===== src/common/sct_pkg.sv =====
// shared constants for the sideband command tag tracker
package sct_pkg;
  localparam int TAG_W         = 8;
  localparam int OPC_W         = 8;
  localparam int DATA_W        = 16;
  localparam int CHAN_W        = 3;
  localparam int PKG_W         = 3;
  localparam logic [7:0] TAG_NONE      = 8'h00;
  localparam logic [7:0] TAG_FIRST     = 8'h01;
  localparam logic [7:0] OPC_READY_REL = 8'h00;
  localparam logic [7:0] OPC_CAP_QUERY = 8'h16;
  localparam logic [7:0] OPC_CFG_WRITE = 8'h20;
  localparam logic [7:0] OPC_CFG_READ  = 8'h21;
  localparam int RSP_TIMEOUT_NS = 2000;
  localparam int CLK_PERIOD_NS  = 50;
  localparam int RSP_TIMEOUT_CYC = RSP_TIMEOUT_NS / CLK_PERIOD_NS;
  localparam int RETRY_MAX       = 3;
  localparam logic [15:0] CFG_RESET = 16'h0000;
endpackage : sct_pkg


===== src/common/sct_link_if.sv =====
// link between the host manager and the controller: command and answer channels
`timescale 1ns/1ps
interface sct_link_if;
  logic       cmd_valid;
  logic [7:0] cmd_tag;
  logic [7:0] cmd_opc;
  logic [2:0] cmd_pkg;
  logic [2:0] cmd_chan;
  logic [15:0] cmd_data;
  logic       rsp_valid;
  logic       rsp_event;
  logic [7:0] rsp_tag;
  logic [2:0] rsp_pkg;
  logic [2:0] rsp_chan;
  logic [15:0] rsp_data;
  modport ctrl (input cmd_valid, cmd_tag, cmd_opc, cmd_pkg, cmd_chan, cmd_data,
                output rsp_valid, rsp_event, rsp_tag, rsp_pkg, rsp_chan, rsp_data);
  modport mgr  (output cmd_valid, cmd_tag, cmd_opc, cmd_pkg, cmd_chan, cmd_data,
                input rsp_valid, rsp_event, rsp_tag, rsp_pkg, rsp_chan, rsp_data);
endinterface : sct_link_if


===== src/logic/sct_tag_gen.sv =====
// host-side request tag generator, never yields the reserved zero tag
`timescale 1ns/1ps
module sct_tag_gen (
  input  wire logic       clk,
  input  wire logic       rst,
  input  wire logic       advance,
  output logic [7:0]      tag
);
  typedef struct packed {
    logic [7:0] tag_r;
  } sct_tg_s;
  sct_tg_s st_r;
  sct_tg_s st_nxt;
  always_comb begin
    st_nxt = st_r;
    if (advance) begin
      // wrap skips zero so a fresh command never looks like an event
      st_nxt.tag_r = (st_r.tag_r == 8'hff) ? sct_pkg::TAG_FIRST : st_r.tag_r + 8'h01;
    end
  end
  always_ff @(posedge clk or posedge rst) begin
    if (rst) begin
      st_r <= '{tag_r: 8'h01};
    end else begin
      st_r <= st_nxt;
    end
  end
  assign tag = st_r.tag_r;
endmodule : sct_tag_gen


===== src/logic/sct_mgr_end.sv =====
// host manager end: discovery walk, capability query, configuration, retry
`timescale 1ns/1ps
module sct_mgr_end #(
  parameter int         NUM_PKG   = 2,
  parameter int         MAX_CHAN  = 4,
  parameter int         TIMEOUT   = sct_pkg::RSP_TIMEOUT_CYC,
  parameter int         RETRIES   = sct_pkg::RETRY_MAX
) (
  input  wire logic        SYS_CLK,
  input  wire logic        RESET,
  sct_link_if.mgr          LINK,
  input  wire logic        START,
  input  wire logic [15:0] CFG_VALUE,
  output logic             DONE,
  output logic [7:0]       CHAN_FOUND,
  output logic             TAG_MISMATCH,
  output logic             EVENT_SEEN
);
  initial begin
    if (NUM_PKG < 1 || NUM_PKG > 8 || MAX_CHAN < 1 || MAX_CHAN > 8 || TIMEOUT < 1)
      $error("manager parameters out of range");
  end

  typedef enum logic [2:0] {
    S_IDLE = 3'b000, S_SEND = 3'b001, S_WAIT = 3'b011, S_NEXT = 3'b010, S_DONE = 3'b110
  } sct_st_e;
  typedef enum logic [1:0] {P_DISC = 2'h0, P_CAP = 2'h1, P_CFG = 2'h2} sct_ph_e;

  typedef struct packed {
    sct_st_e     st_r;
    sct_ph_e     ph_r;
    logic [2:0]  pkg_r;
    logic [2:0]  chan_r;
    logic [1:0]  tries_r;
    logic [15:0] tmo_r;
    logic [7:0]  found_r;
    logic        cmd_valid_r;
    logic [7:0]  cmd_tag_r;
    logic [7:0]  cmd_opc_r;
    logic [15:0] cmd_data_r;
    logic        done_r;
    logic        mism_r;
    logic        event_r;
  } sct_me_s;

  sct_me_s st_r;
  sct_me_s st_nxt;
  logic    tag_adv;
  logic [7:0] new_tag;

  sct_tag_gen u_tag (
    .clk     (SYS_CLK),
    .rst     (RESET),
    .advance (tag_adv),
    .tag     (new_tag)
  );

  function automatic logic [7:0] phase_opc(input sct_ph_e ph);
    logic [7:0] o;
    o = sct_pkg::OPC_READY_REL;
    if (ph == P_CAP) o = sct_pkg::OPC_CAP_QUERY;
    else if (ph == P_CFG) o = sct_pkg::OPC_CFG_WRITE;
    return o;
  endfunction : phase_opc

  logic rsp_hit;
  assign rsp_hit = LINK.rsp_valid && !LINK.rsp_event && LINK.rsp_pkg == st_r.pkg_r
                   && LINK.rsp_chan == st_r.chan_r;

  always_comb begin
    st_nxt = st_r;
    tag_adv = 1'b0;
    st_nxt.cmd_valid_r = 1'b0;
    st_nxt.mism_r  = 1'b0;
    st_nxt.event_r = LINK.rsp_valid && LINK.rsp_event && LINK.rsp_tag == sct_pkg::TAG_NONE;
    case (st_r.st_r)
      S_IDLE: begin
        if (START) begin
          st_nxt.st_r = S_SEND;
          st_nxt.ph_r = P_DISC;
          st_nxt.pkg_r = 3'h0;
          st_nxt.chan_r = 3'h0;
          st_nxt.tries_r = 2'h0;
          st_nxt.found_r = 8'h00;
          st_nxt.done_r = 1'b0;
        end
      end
      S_SEND: begin
        st_nxt.cmd_valid_r = 1'b1;
        // a retry keeps the old tag; a first attempt takes a fresh one
        st_nxt.cmd_tag_r = new_tag;
        st_nxt.cmd_opc_r = phase_opc(st_r.ph_r);
        st_nxt.cmd_data_r = CFG_VALUE;
        st_nxt.tmo_r = 16'h0000;
        st_nxt.st_r = S_WAIT;
      end
      S_WAIT: begin
        st_nxt.tmo_r = st_r.tmo_r + 16'h0001;
        if (rsp_hit) begin
          st_nxt.mism_r = LINK.rsp_tag != st_r.cmd_tag_r;
          tag_adv = 1'b1;
          st_nxt.tries_r = 2'h0;
          if (st_r.ph_r == P_DISC && st_r.pkg_r == 3'h0) begin
            st_nxt.found_r[st_r.chan_r] = 1'b1;
          end
          st_nxt.st_r = S_NEXT;
        end else if (st_r.tmo_r == 16'(TIMEOUT - 1)) begin
          if (st_r.tries_r == 2'(RETRIES - 1)) begin
            // silence after retries ends the channel walk
            tag_adv = 1'b1;
            st_nxt.tries_r = 2'h0;
            st_nxt.chan_r = 3'(MAX_CHAN - 1);
            st_nxt.st_r = S_NEXT;
          end else begin
            st_nxt.tries_r = st_r.tries_r + 2'h1;
            st_nxt.st_r = S_SEND;
          end
        end
      end
      S_NEXT: begin
        st_nxt.st_r = S_SEND;
        if (st_r.chan_r != 3'(MAX_CHAN - 1)) begin
          st_nxt.chan_r = st_r.chan_r + 3'h1;
        end else if (st_r.pkg_r != 3'(NUM_PKG - 1)) begin
          st_nxt.chan_r = 3'h0;
          st_nxt.pkg_r = st_r.pkg_r + 3'h1;
        end else if (st_r.ph_r != P_CFG) begin
          st_nxt.chan_r = 3'h0;
          st_nxt.pkg_r = 3'h0;
          st_nxt.ph_r = (st_r.ph_r == P_DISC) ? P_CAP : P_CFG;
        end else begin
          st_nxt.st_r = S_DONE;
          st_nxt.done_r = 1'b1;
        end
      end
      S_DONE: begin
        if (START) st_nxt.st_r = S_IDLE;
      end
      default: st_nxt.st_r = S_IDLE;
    endcase
  end

  always_ff @(posedge SYS_CLK or posedge RESET) begin
    if (RESET) begin
      st_r <= '{st_r: S_IDLE, ph_r: P_DISC, default: '0};
    end else begin
      st_r <= st_nxt;
    end
  end

  assign LINK.cmd_valid = st_r.cmd_valid_r;
  assign LINK.cmd_tag   = st_r.cmd_tag_r;
  assign LINK.cmd_opc   = st_r.cmd_opc_r;
  assign LINK.cmd_pkg   = st_r.pkg_r;
  assign LINK.cmd_chan  = st_r.chan_r;
  assign LINK.cmd_data  = st_r.cmd_data_r;
  assign DONE           = st_r.done_r;
  assign CHAN_FOUND     = st_r.found_r;
  assign TAG_MISMATCH   = st_r.mism_r;
  assign EVENT_SEEN     = st_r.event_r;
endmodule : sct_mgr_end


===== src/flat_wrapper.sv =====
// flat-port wrapper written by rule: the top's interface ports become plain ports
module sct_mgr_end_flat 
#(
  parameter int         NUM_PKG   = 2,
  parameter int         MAX_CHAN  = 4,
  parameter int         TIMEOUT   = sct_pkg::RSP_TIMEOUT_CYC,
  parameter int         RETRIES   = sct_pkg::RETRY_MAX
)
  (SYS_CLK, RESET, START, CFG_VALUE, DONE, CHAN_FOUND, TAG_MISMATCH, EVENT_SEEN, LINK_cmd_valid, LINK_cmd_tag, LINK_cmd_opc, LINK_cmd_pkg, LINK_cmd_chan, LINK_cmd_data, LINK_rsp_valid, LINK_rsp_event, LINK_rsp_tag, LINK_rsp_pkg, LINK_rsp_chan, LINK_rsp_data);
  sct_link_if LINK_i ();
  input  wire logic SYS_CLK;
  input  wire logic RESET;
  input  wire logic START;
  input  wire logic [15:0] CFG_VALUE;
  output logic DONE;
  output logic [7:0] CHAN_FOUND;
  output logic TAG_MISMATCH;
  output logic EVENT_SEEN;
  output wire logic [$bits(LINK_i.cmd_valid)-1:0] LINK_cmd_valid;
  output wire logic [$bits(LINK_i.cmd_tag)-1:0] LINK_cmd_tag;
  output wire logic [$bits(LINK_i.cmd_opc)-1:0] LINK_cmd_opc;
  output wire logic [$bits(LINK_i.cmd_pkg)-1:0] LINK_cmd_pkg;
  output wire logic [$bits(LINK_i.cmd_chan)-1:0] LINK_cmd_chan;
  output wire logic [$bits(LINK_i.cmd_data)-1:0] LINK_cmd_data;
  input wire logic [$bits(LINK_i.rsp_valid)-1:0] LINK_rsp_valid;
  input wire logic [$bits(LINK_i.rsp_event)-1:0] LINK_rsp_event;
  input wire logic [$bits(LINK_i.rsp_tag)-1:0] LINK_rsp_tag;
  input wire logic [$bits(LINK_i.rsp_pkg)-1:0] LINK_rsp_pkg;
  input wire logic [$bits(LINK_i.rsp_chan)-1:0] LINK_rsp_chan;
  input wire logic [$bits(LINK_i.rsp_data)-1:0] LINK_rsp_data;
  assign LINK_cmd_valid = LINK_i.cmd_valid;
  assign LINK_cmd_tag = LINK_i.cmd_tag;
  assign LINK_cmd_opc = LINK_i.cmd_opc;
  assign LINK_cmd_pkg = LINK_i.cmd_pkg;
  assign LINK_cmd_chan = LINK_i.cmd_chan;
  assign LINK_cmd_data = LINK_i.cmd_data;
  assign LINK_i.rsp_valid = LINK_rsp_valid;
  assign LINK_i.rsp_event = LINK_rsp_event;
  assign LINK_i.rsp_tag = LINK_rsp_tag;
  assign LINK_i.rsp_pkg = LINK_rsp_pkg;
  assign LINK_i.rsp_chan = LINK_rsp_chan;
  assign LINK_i.rsp_data = LINK_rsp_data;
  sct_mgr_end #(.NUM_PKG(NUM_PKG), .MAX_CHAN(MAX_CHAN), .TIMEOUT(TIMEOUT), .RETRIES(RETRIES)) u_core (.SYS_CLK(SYS_CLK), .RESET(RESET), .LINK(LINK_i), .START(START), .CFG_VALUE(CFG_VALUE), .DONE(DONE), .CHAN_FOUND(CHAN_FOUND), .TAG_MISMATCH(TAG_MISMATCH), .EVENT_SEEN(EVENT_SEEN));
endmodule

===== config.mk =====
export PLATFORM = sky130hd
export DESIGN_NAME = sct_mgr_end_flat
export DESIGN_NICKNAME = d
export VERILOG_FILES = /design/src/common/sct_pkg.sv /design/src/common/sct_link_if.sv /design/src/logic/sct_tag_gen.sv /design/src/logic/sct_mgr_end.sv /design/src/flat_wrapper.sv
export SDC_FILE = /design/constraint.sdc
export NUM_CORES = 1
export LEC_CHECK = 0
export BUFFER_PORTS_ARGS = -buffer_cell sky130_fd_sc_hd__clkbuf_2
export CORE_MARGIN = 10
export CORE_UTILIZATION = 35
export CTS_BUF_LIST = sky130_fd_sc_hd__clkbuf_16
export DETAILED_ROUTE_END_ITERATION = 16
export PLACE_DENSITY_LB_ADDON = 0.15
export SYNTH_ARGS = -nofsm -noshare
export SYNTH_HDL_FRONTEND = slang
export SYNTH_SLANG_ARGS = --single-unit

===== constraint.sdc =====
create_clock -name SYS_CLK -period 2.5 [get_ports SYS_CLK]
set_clock_uncertainty 0.1 [all_clocks]
set_input_delay 0.625 -clock SYS_CLK [delete_from_list [all_inputs] [get_ports SYS_CLK]]
set_output_delay 0.625 -clock SYS_CLK [all_outputs]
set_load 0.02 [all_outputs]

==> results.py <==
metrics = {
    "status": {
        "outcome": "complete, no violations",
    },
    "layout": {
        "final_area_sq_mm": 0.004548,
        "layout-area-overhead-vs-synth_pct": 12.71,
        "finalNetCount": 484,
        "layoutNonFillerInstCount": 576,
        "multiInputGateArea_sq_mm": 0.001728,
        "area.sequential_sq_mm": 0.001878,
        "antenna_cells": 0,
        "drive_above_1_share_pct": 32.10,
        "num-fill-cells": 1130,
    },
    "yosys": {
        "number_of_storage_elements_in_the_synthesis_netlist": 75,
        "syn_avg_cell_area_sq_um": 10.43,
        "postSynth.topFlopCell": "sky130_fd_sc_hd__dfrtp_1",
        "ys_warn_count": 0,
        "synth-edff-count": 0,
        "synth.top_cell.area_share_pct": 45.89,
        "synth_cell_types": 55,
        "synth_cell_area_sq_mm": 0.004035,
        "synth_sequential_area_ratio_pct": 46.54,
        "synth_area_leaders": "sky130_fd_sc_hd__dfrtp_1, sky130_fd_sc_hd__buf_4, sky130_fd_sc_hd__mux2_2",
        "yosys.area.top_type": "sky130_fd_sc_hd__dfrtp_1",
        "async_flop_share_pct": 100.0,
        "netlist_instances": 387,
    },
    "detailed_routing": {
        "dr.pass1.iters": 4,
        "drc": 0,
        "dr_total_vias": 2855,
        "vias_per_cell": 4.957,
        "drt_first_iter_violations": 85,
        "drt-total-wl_um": 8723,
        "antenna_nets_post_route": 0,
        "routed_wire_length_per_instance_um": 15.14,
    },
    "pwr": {
        "vdd.ir_drop.worst_uv": 522.5,
        "report.power.total_mw": 4.362,
        "power.density_cell_area_mw_per_mm2": 959.0,
        "power.leakage_nw": 2.078,
    },
    "timing": {
        "finalSetupViolations": 0,
        "tns_ps": 0,
        "final.period_utilization_pct": 85.08,
        "worst-slew-pin-transition_ps": 577.8,
        "layout_min_cycle_time_ps": 2127,
        "hold_viol": 0,
        "slew_viol_final": 0,
        "timing.max_slew.rel_slack_pct": 61.40,
        "grt_setup_unrepaired": "no",
        "timing.fmax_ghz": 0.4702,
    },
    "min_path": {
        "worstHoldPathType": "in2async",
    },
    "worst_setup_path": {
        "crit_path_end": "u_core.u_tag.tag[7]$_DFFE_PP0P_",
        "worstSetupPathDepth": 6,
        "timing.critical_path.buf_inv": 0,
        "number_of_cells_traversed_by_the_worst_register_to_register_path": 6,
        "reg2reg_setup_slack_ps": 370,
        "critPathMaxFanout": 7,
        "cp.arrival_ps": 2240,
        "worstSetupPathType": "reg2reg",
        "critical_path_cell_by_cell": "ha_1, nor4b_2, nand4_1, o2bb2a_4, nand2b_4, o41ai_1",
        "cpPeakStageDelay_ps": 370,
        "critPathRequiredTime_ps": 2620,
        "cpMaxStageDelayCell": "sky130_fd_sc_hd__dfrtp_1",
        "setup.worst_path.start": "u_core.st_r[44]$_DFFE_PP0P_",
        "start_kind": "flop",
        "worst_setup_path_end_kind": "flop",
        "cpLargestDelayFamily": "compound AO/OA/AOI/OAI gates",
        "rr_startpoint": "u_core.st_r[44]$_DFFE_PP0P_",
        "rr_endpoint": "u_core.u_tag.tag[7]$_DFFE_PP0P_",
    },
    "clock_network": {
        "worstSkewPairLatency_ps": 330,
        "clockBufferDepth": 2,
        "cts_setup_buffers": 0,
        "cts_hold_buf": 0,
        "clkSinkCount": 75,
        "path_clk_slew_ps": 60,
        "clock-root-buffer": "sky130_fd_sc_hd__clkbuf_16",
        "cts_tree": "yes",
        "clock_tree.htree_level_count": 3,
        "post_cts_resize_count": 0,
        "cts_bufs_inserted": 9,
    },
    "placed_design": {
        "dp_cells": 562,
        "hpwl_um": 6612,
        "numPortBuffers": 80,
        "gp_congestion": 0.8001,
        "postPlaceCellArea_sq_mm": 0.004299,
    },
    "floorplan": {
        "row_count": 39,
        "die_w_um": 127.4,
        "design.die.area_sq_mm": 0.01622,
        "core_sq_mm": 0.01137,
        "initial_utilization_pct": 35.49,
        "fp.dieH_um": 127.4,
        "pin_count": 101,
    },
    "grt": {
        "gr-usage-all-layers_pct": 11.03,
        "first_pass_grt_wire_length_um": 14960,
        "grt_start_max_net_pins": 36,
        "grt_overflow": 0,
        "antenna_found_initial": 0,
        "first_global_vias": 2949,
    },
    "flow_run": {
        "drv_cap": 0,
    },
}
per-layer routing:
layer	wire length [um]	up-vias	track usage [%]
li1	-	1395	-
met5	0	-	0
met2	4165	62	17.89
met4	91	0	2.813
met1	3836	1389	13.21
met3	628	9	4.632
Yosys cell counts (5+ instances only):
| cell type | count |
|---|---|
| sky130_fd_sc_hd__dfrtp_1 | 74 |
| sky130_fd_sc_hd__buf_4 | 46 |
| sky130_fd_sc_hd__nor2_1 | 32 |
| sky130_fd_sc_hd__mux2_2 | 26 |
| sky130_fd_sc_hd__nand2_1 | 25 |
| sky130_fd_sc_hd__xor2_1 | 22 |
| sky130_fd_sc_hd__a21oi_1 | 12 |
| sky130_fd_sc_hd__o21ai_0 | 12 |
| sky130_fd_sc_hd__nand3_1 | 10 |
| sky130_fd_sc_hd__nand4_1 | 10 |
| sky130_fd_sc_hd__nor4_1 | 9 |
| sky130_fd_sc_hd__buf_2 | 7 |
| sky130_fd_sc_hd__nor3_1 | 7 |
| sky130_fd_sc_hd__o21a_1 | 7 |
| sky130_fd_sc_hd__inv_1 | 6 |
| sky130_fd_sc_hd__nand2b_1 | 6 |
| sky130_fd_sc_hd__xnor2_1 | 6 |
| sky130_fd_sc_hd__clkbuf_1 | 5 |
| sky130_fd_sc_hd__nor2b_1 | 5 |
registers in the layout (all words and copies together) (netlist names):
register and flops:
u_core.LINK.cmd_pkg 3, u_core.LINK.cmd_data 16, u_core.LINK.cmd_valid 1, u_core.u_tag.tag 8, u_core.LINK.cmd_opc 2, u_core.LINK.cmd_chan 3
u_core.st_r 23, u_core.CHAN_FOUND 8, u_core.EVENT_SEEN 1, u_core.LINK.cmd_tag 8, u_core.DONE 1, u_core.TAG_MISMATCH 1
where the power goes:
group | internal, mW | switching [mW]
combinational | 0.649 | 0.933
sequential | 1.46 | 0.214
clock | 0.647 | 0.456
total | 2.76 | 1.60
worst min-delay path by stage:
stage	endpoint	slack (ps)	cells after the start
2_1_floorplan	u_core.CHAN_FOUND[2]$_DFFE_PP0P_	360	2
5_1_grt	u_core.LINK.cmd_valid$_DFF_PP0_	290	2
3_5_place_dp	u_core.CHAN_FOUND[3]$_DFFE_PP0P_	380	1
4_1_cts	u_core.LINK.cmd_valid$_DFF_PP0_	270	2
6_report	u_core.EVENT_SEEN$_DFF_PP0_	240	2
3_3_place_gp	u_core.CHAN_FOUND[0]$_DFFE_PP0P_	380	1
final cells by class:
class / count / area share [%]
clock buffer: 9 / 4.952
clock inverter: 5 / 0.5227
inverter: 6 / 0.5777
multi-input combinational: 248 / 37.99
sequential: 75 / 41.29
tap: 143 / 3.934
timing repair buffer: 90 / 10.73
cell usage in the layout, fill, tap and decap left out, types with 2 or more instances in the layout:
cell type	count
sky130_fd_sc_hd__clkbuf_16	9
sky130_fd_sc_hd__nand2_1	25
sky130_fd_sc_hd__a31oi_1	3
sky130_fd_sc_hd__nor4_1	9
sky130_fd_sc_hd__o41ai_1	2
sky130_fd_sc_hd__nor2b_1	5
sky130_fd_sc_hd__a22o_1	3
sky130_fd_sc_hd__inv_1	6
sky130_fd_sc_hd__nand4b_1	2
sky130_fd_sc_hd__buf_4	9
sky130_fd_sc_hd__a21oi_1	12
sky130_fd_sc_hd__mux2_2	26
sky130_fd_sc_hd__xor2_1	22
sky130_fd_sc_hd__clkinvlp_4	2
sky130_fd_sc_hd__clkbuf_2	80
sky130_fd_sc_hd__o22a_1	2
sky130_fd_sc_hd__nor3b_1	2
sky130_fd_sc_hd__o21a_1	7
sky130_fd_sc_hd__and4_1	2
sky130_fd_sc_hd__nand3_1	10
sky130_fd_sc_hd__nor3_1	7
sky130_fd_sc_hd__nor4b_2	2
sky130_fd_sc_hd__nor2_1	31
sky130_fd_sc_hd__a211oi_1	4
sky130_fd_sc_hd__conb_1	4
sky130_fd_sc_hd__o22ai_1	2
sky130_fd_sc_hd__o21ai_0	12
sky130_fd_sc_hd__clkinv_1	2
sky130_fd_sc_hd__xnor2_1	6
sky130_fd_sc_hd__ha_1	3
sky130_fd_sc_hd__nand4_1	10
sky130_fd_sc_hd__nand2b_1	6
sky130_fd_sc_hd__or3_1	4
sky130_fd_sc_hd__dfrtp_1	74
sky130_fd_sc_hd__nand3b_1	2
sky130_fd_sc_hd__and3_1	4
cell families after synthesis:
| kind of cell | synth area share (%) |
|---|---|
| flip-flops | 46.54 |
| XOR/XNOR | 6.077 |
| adder cells (fa/ha/maj) | 0.9303 |
| multiplexers | 7.504 |
| AND/OR/NAND/NOR | 18.17 |
| buffers and inverters | 11.10 |
| AO/OA/AOI/OAI | 9.582 |
| other | 0.09293 |
through the flow:
step	worst slack, ps	utilization [%]	hold slack [ps]
floorplan	488.2	-	363.7
global placement	231.8	37.81	376.2
detailed placement	238.3	37.81	378.8
CTS	378.8	40.00	268.8
global route	177.5	40.00	289.8
finish	373.0	40.00	244.9
(Power assumes the default switching activity.)
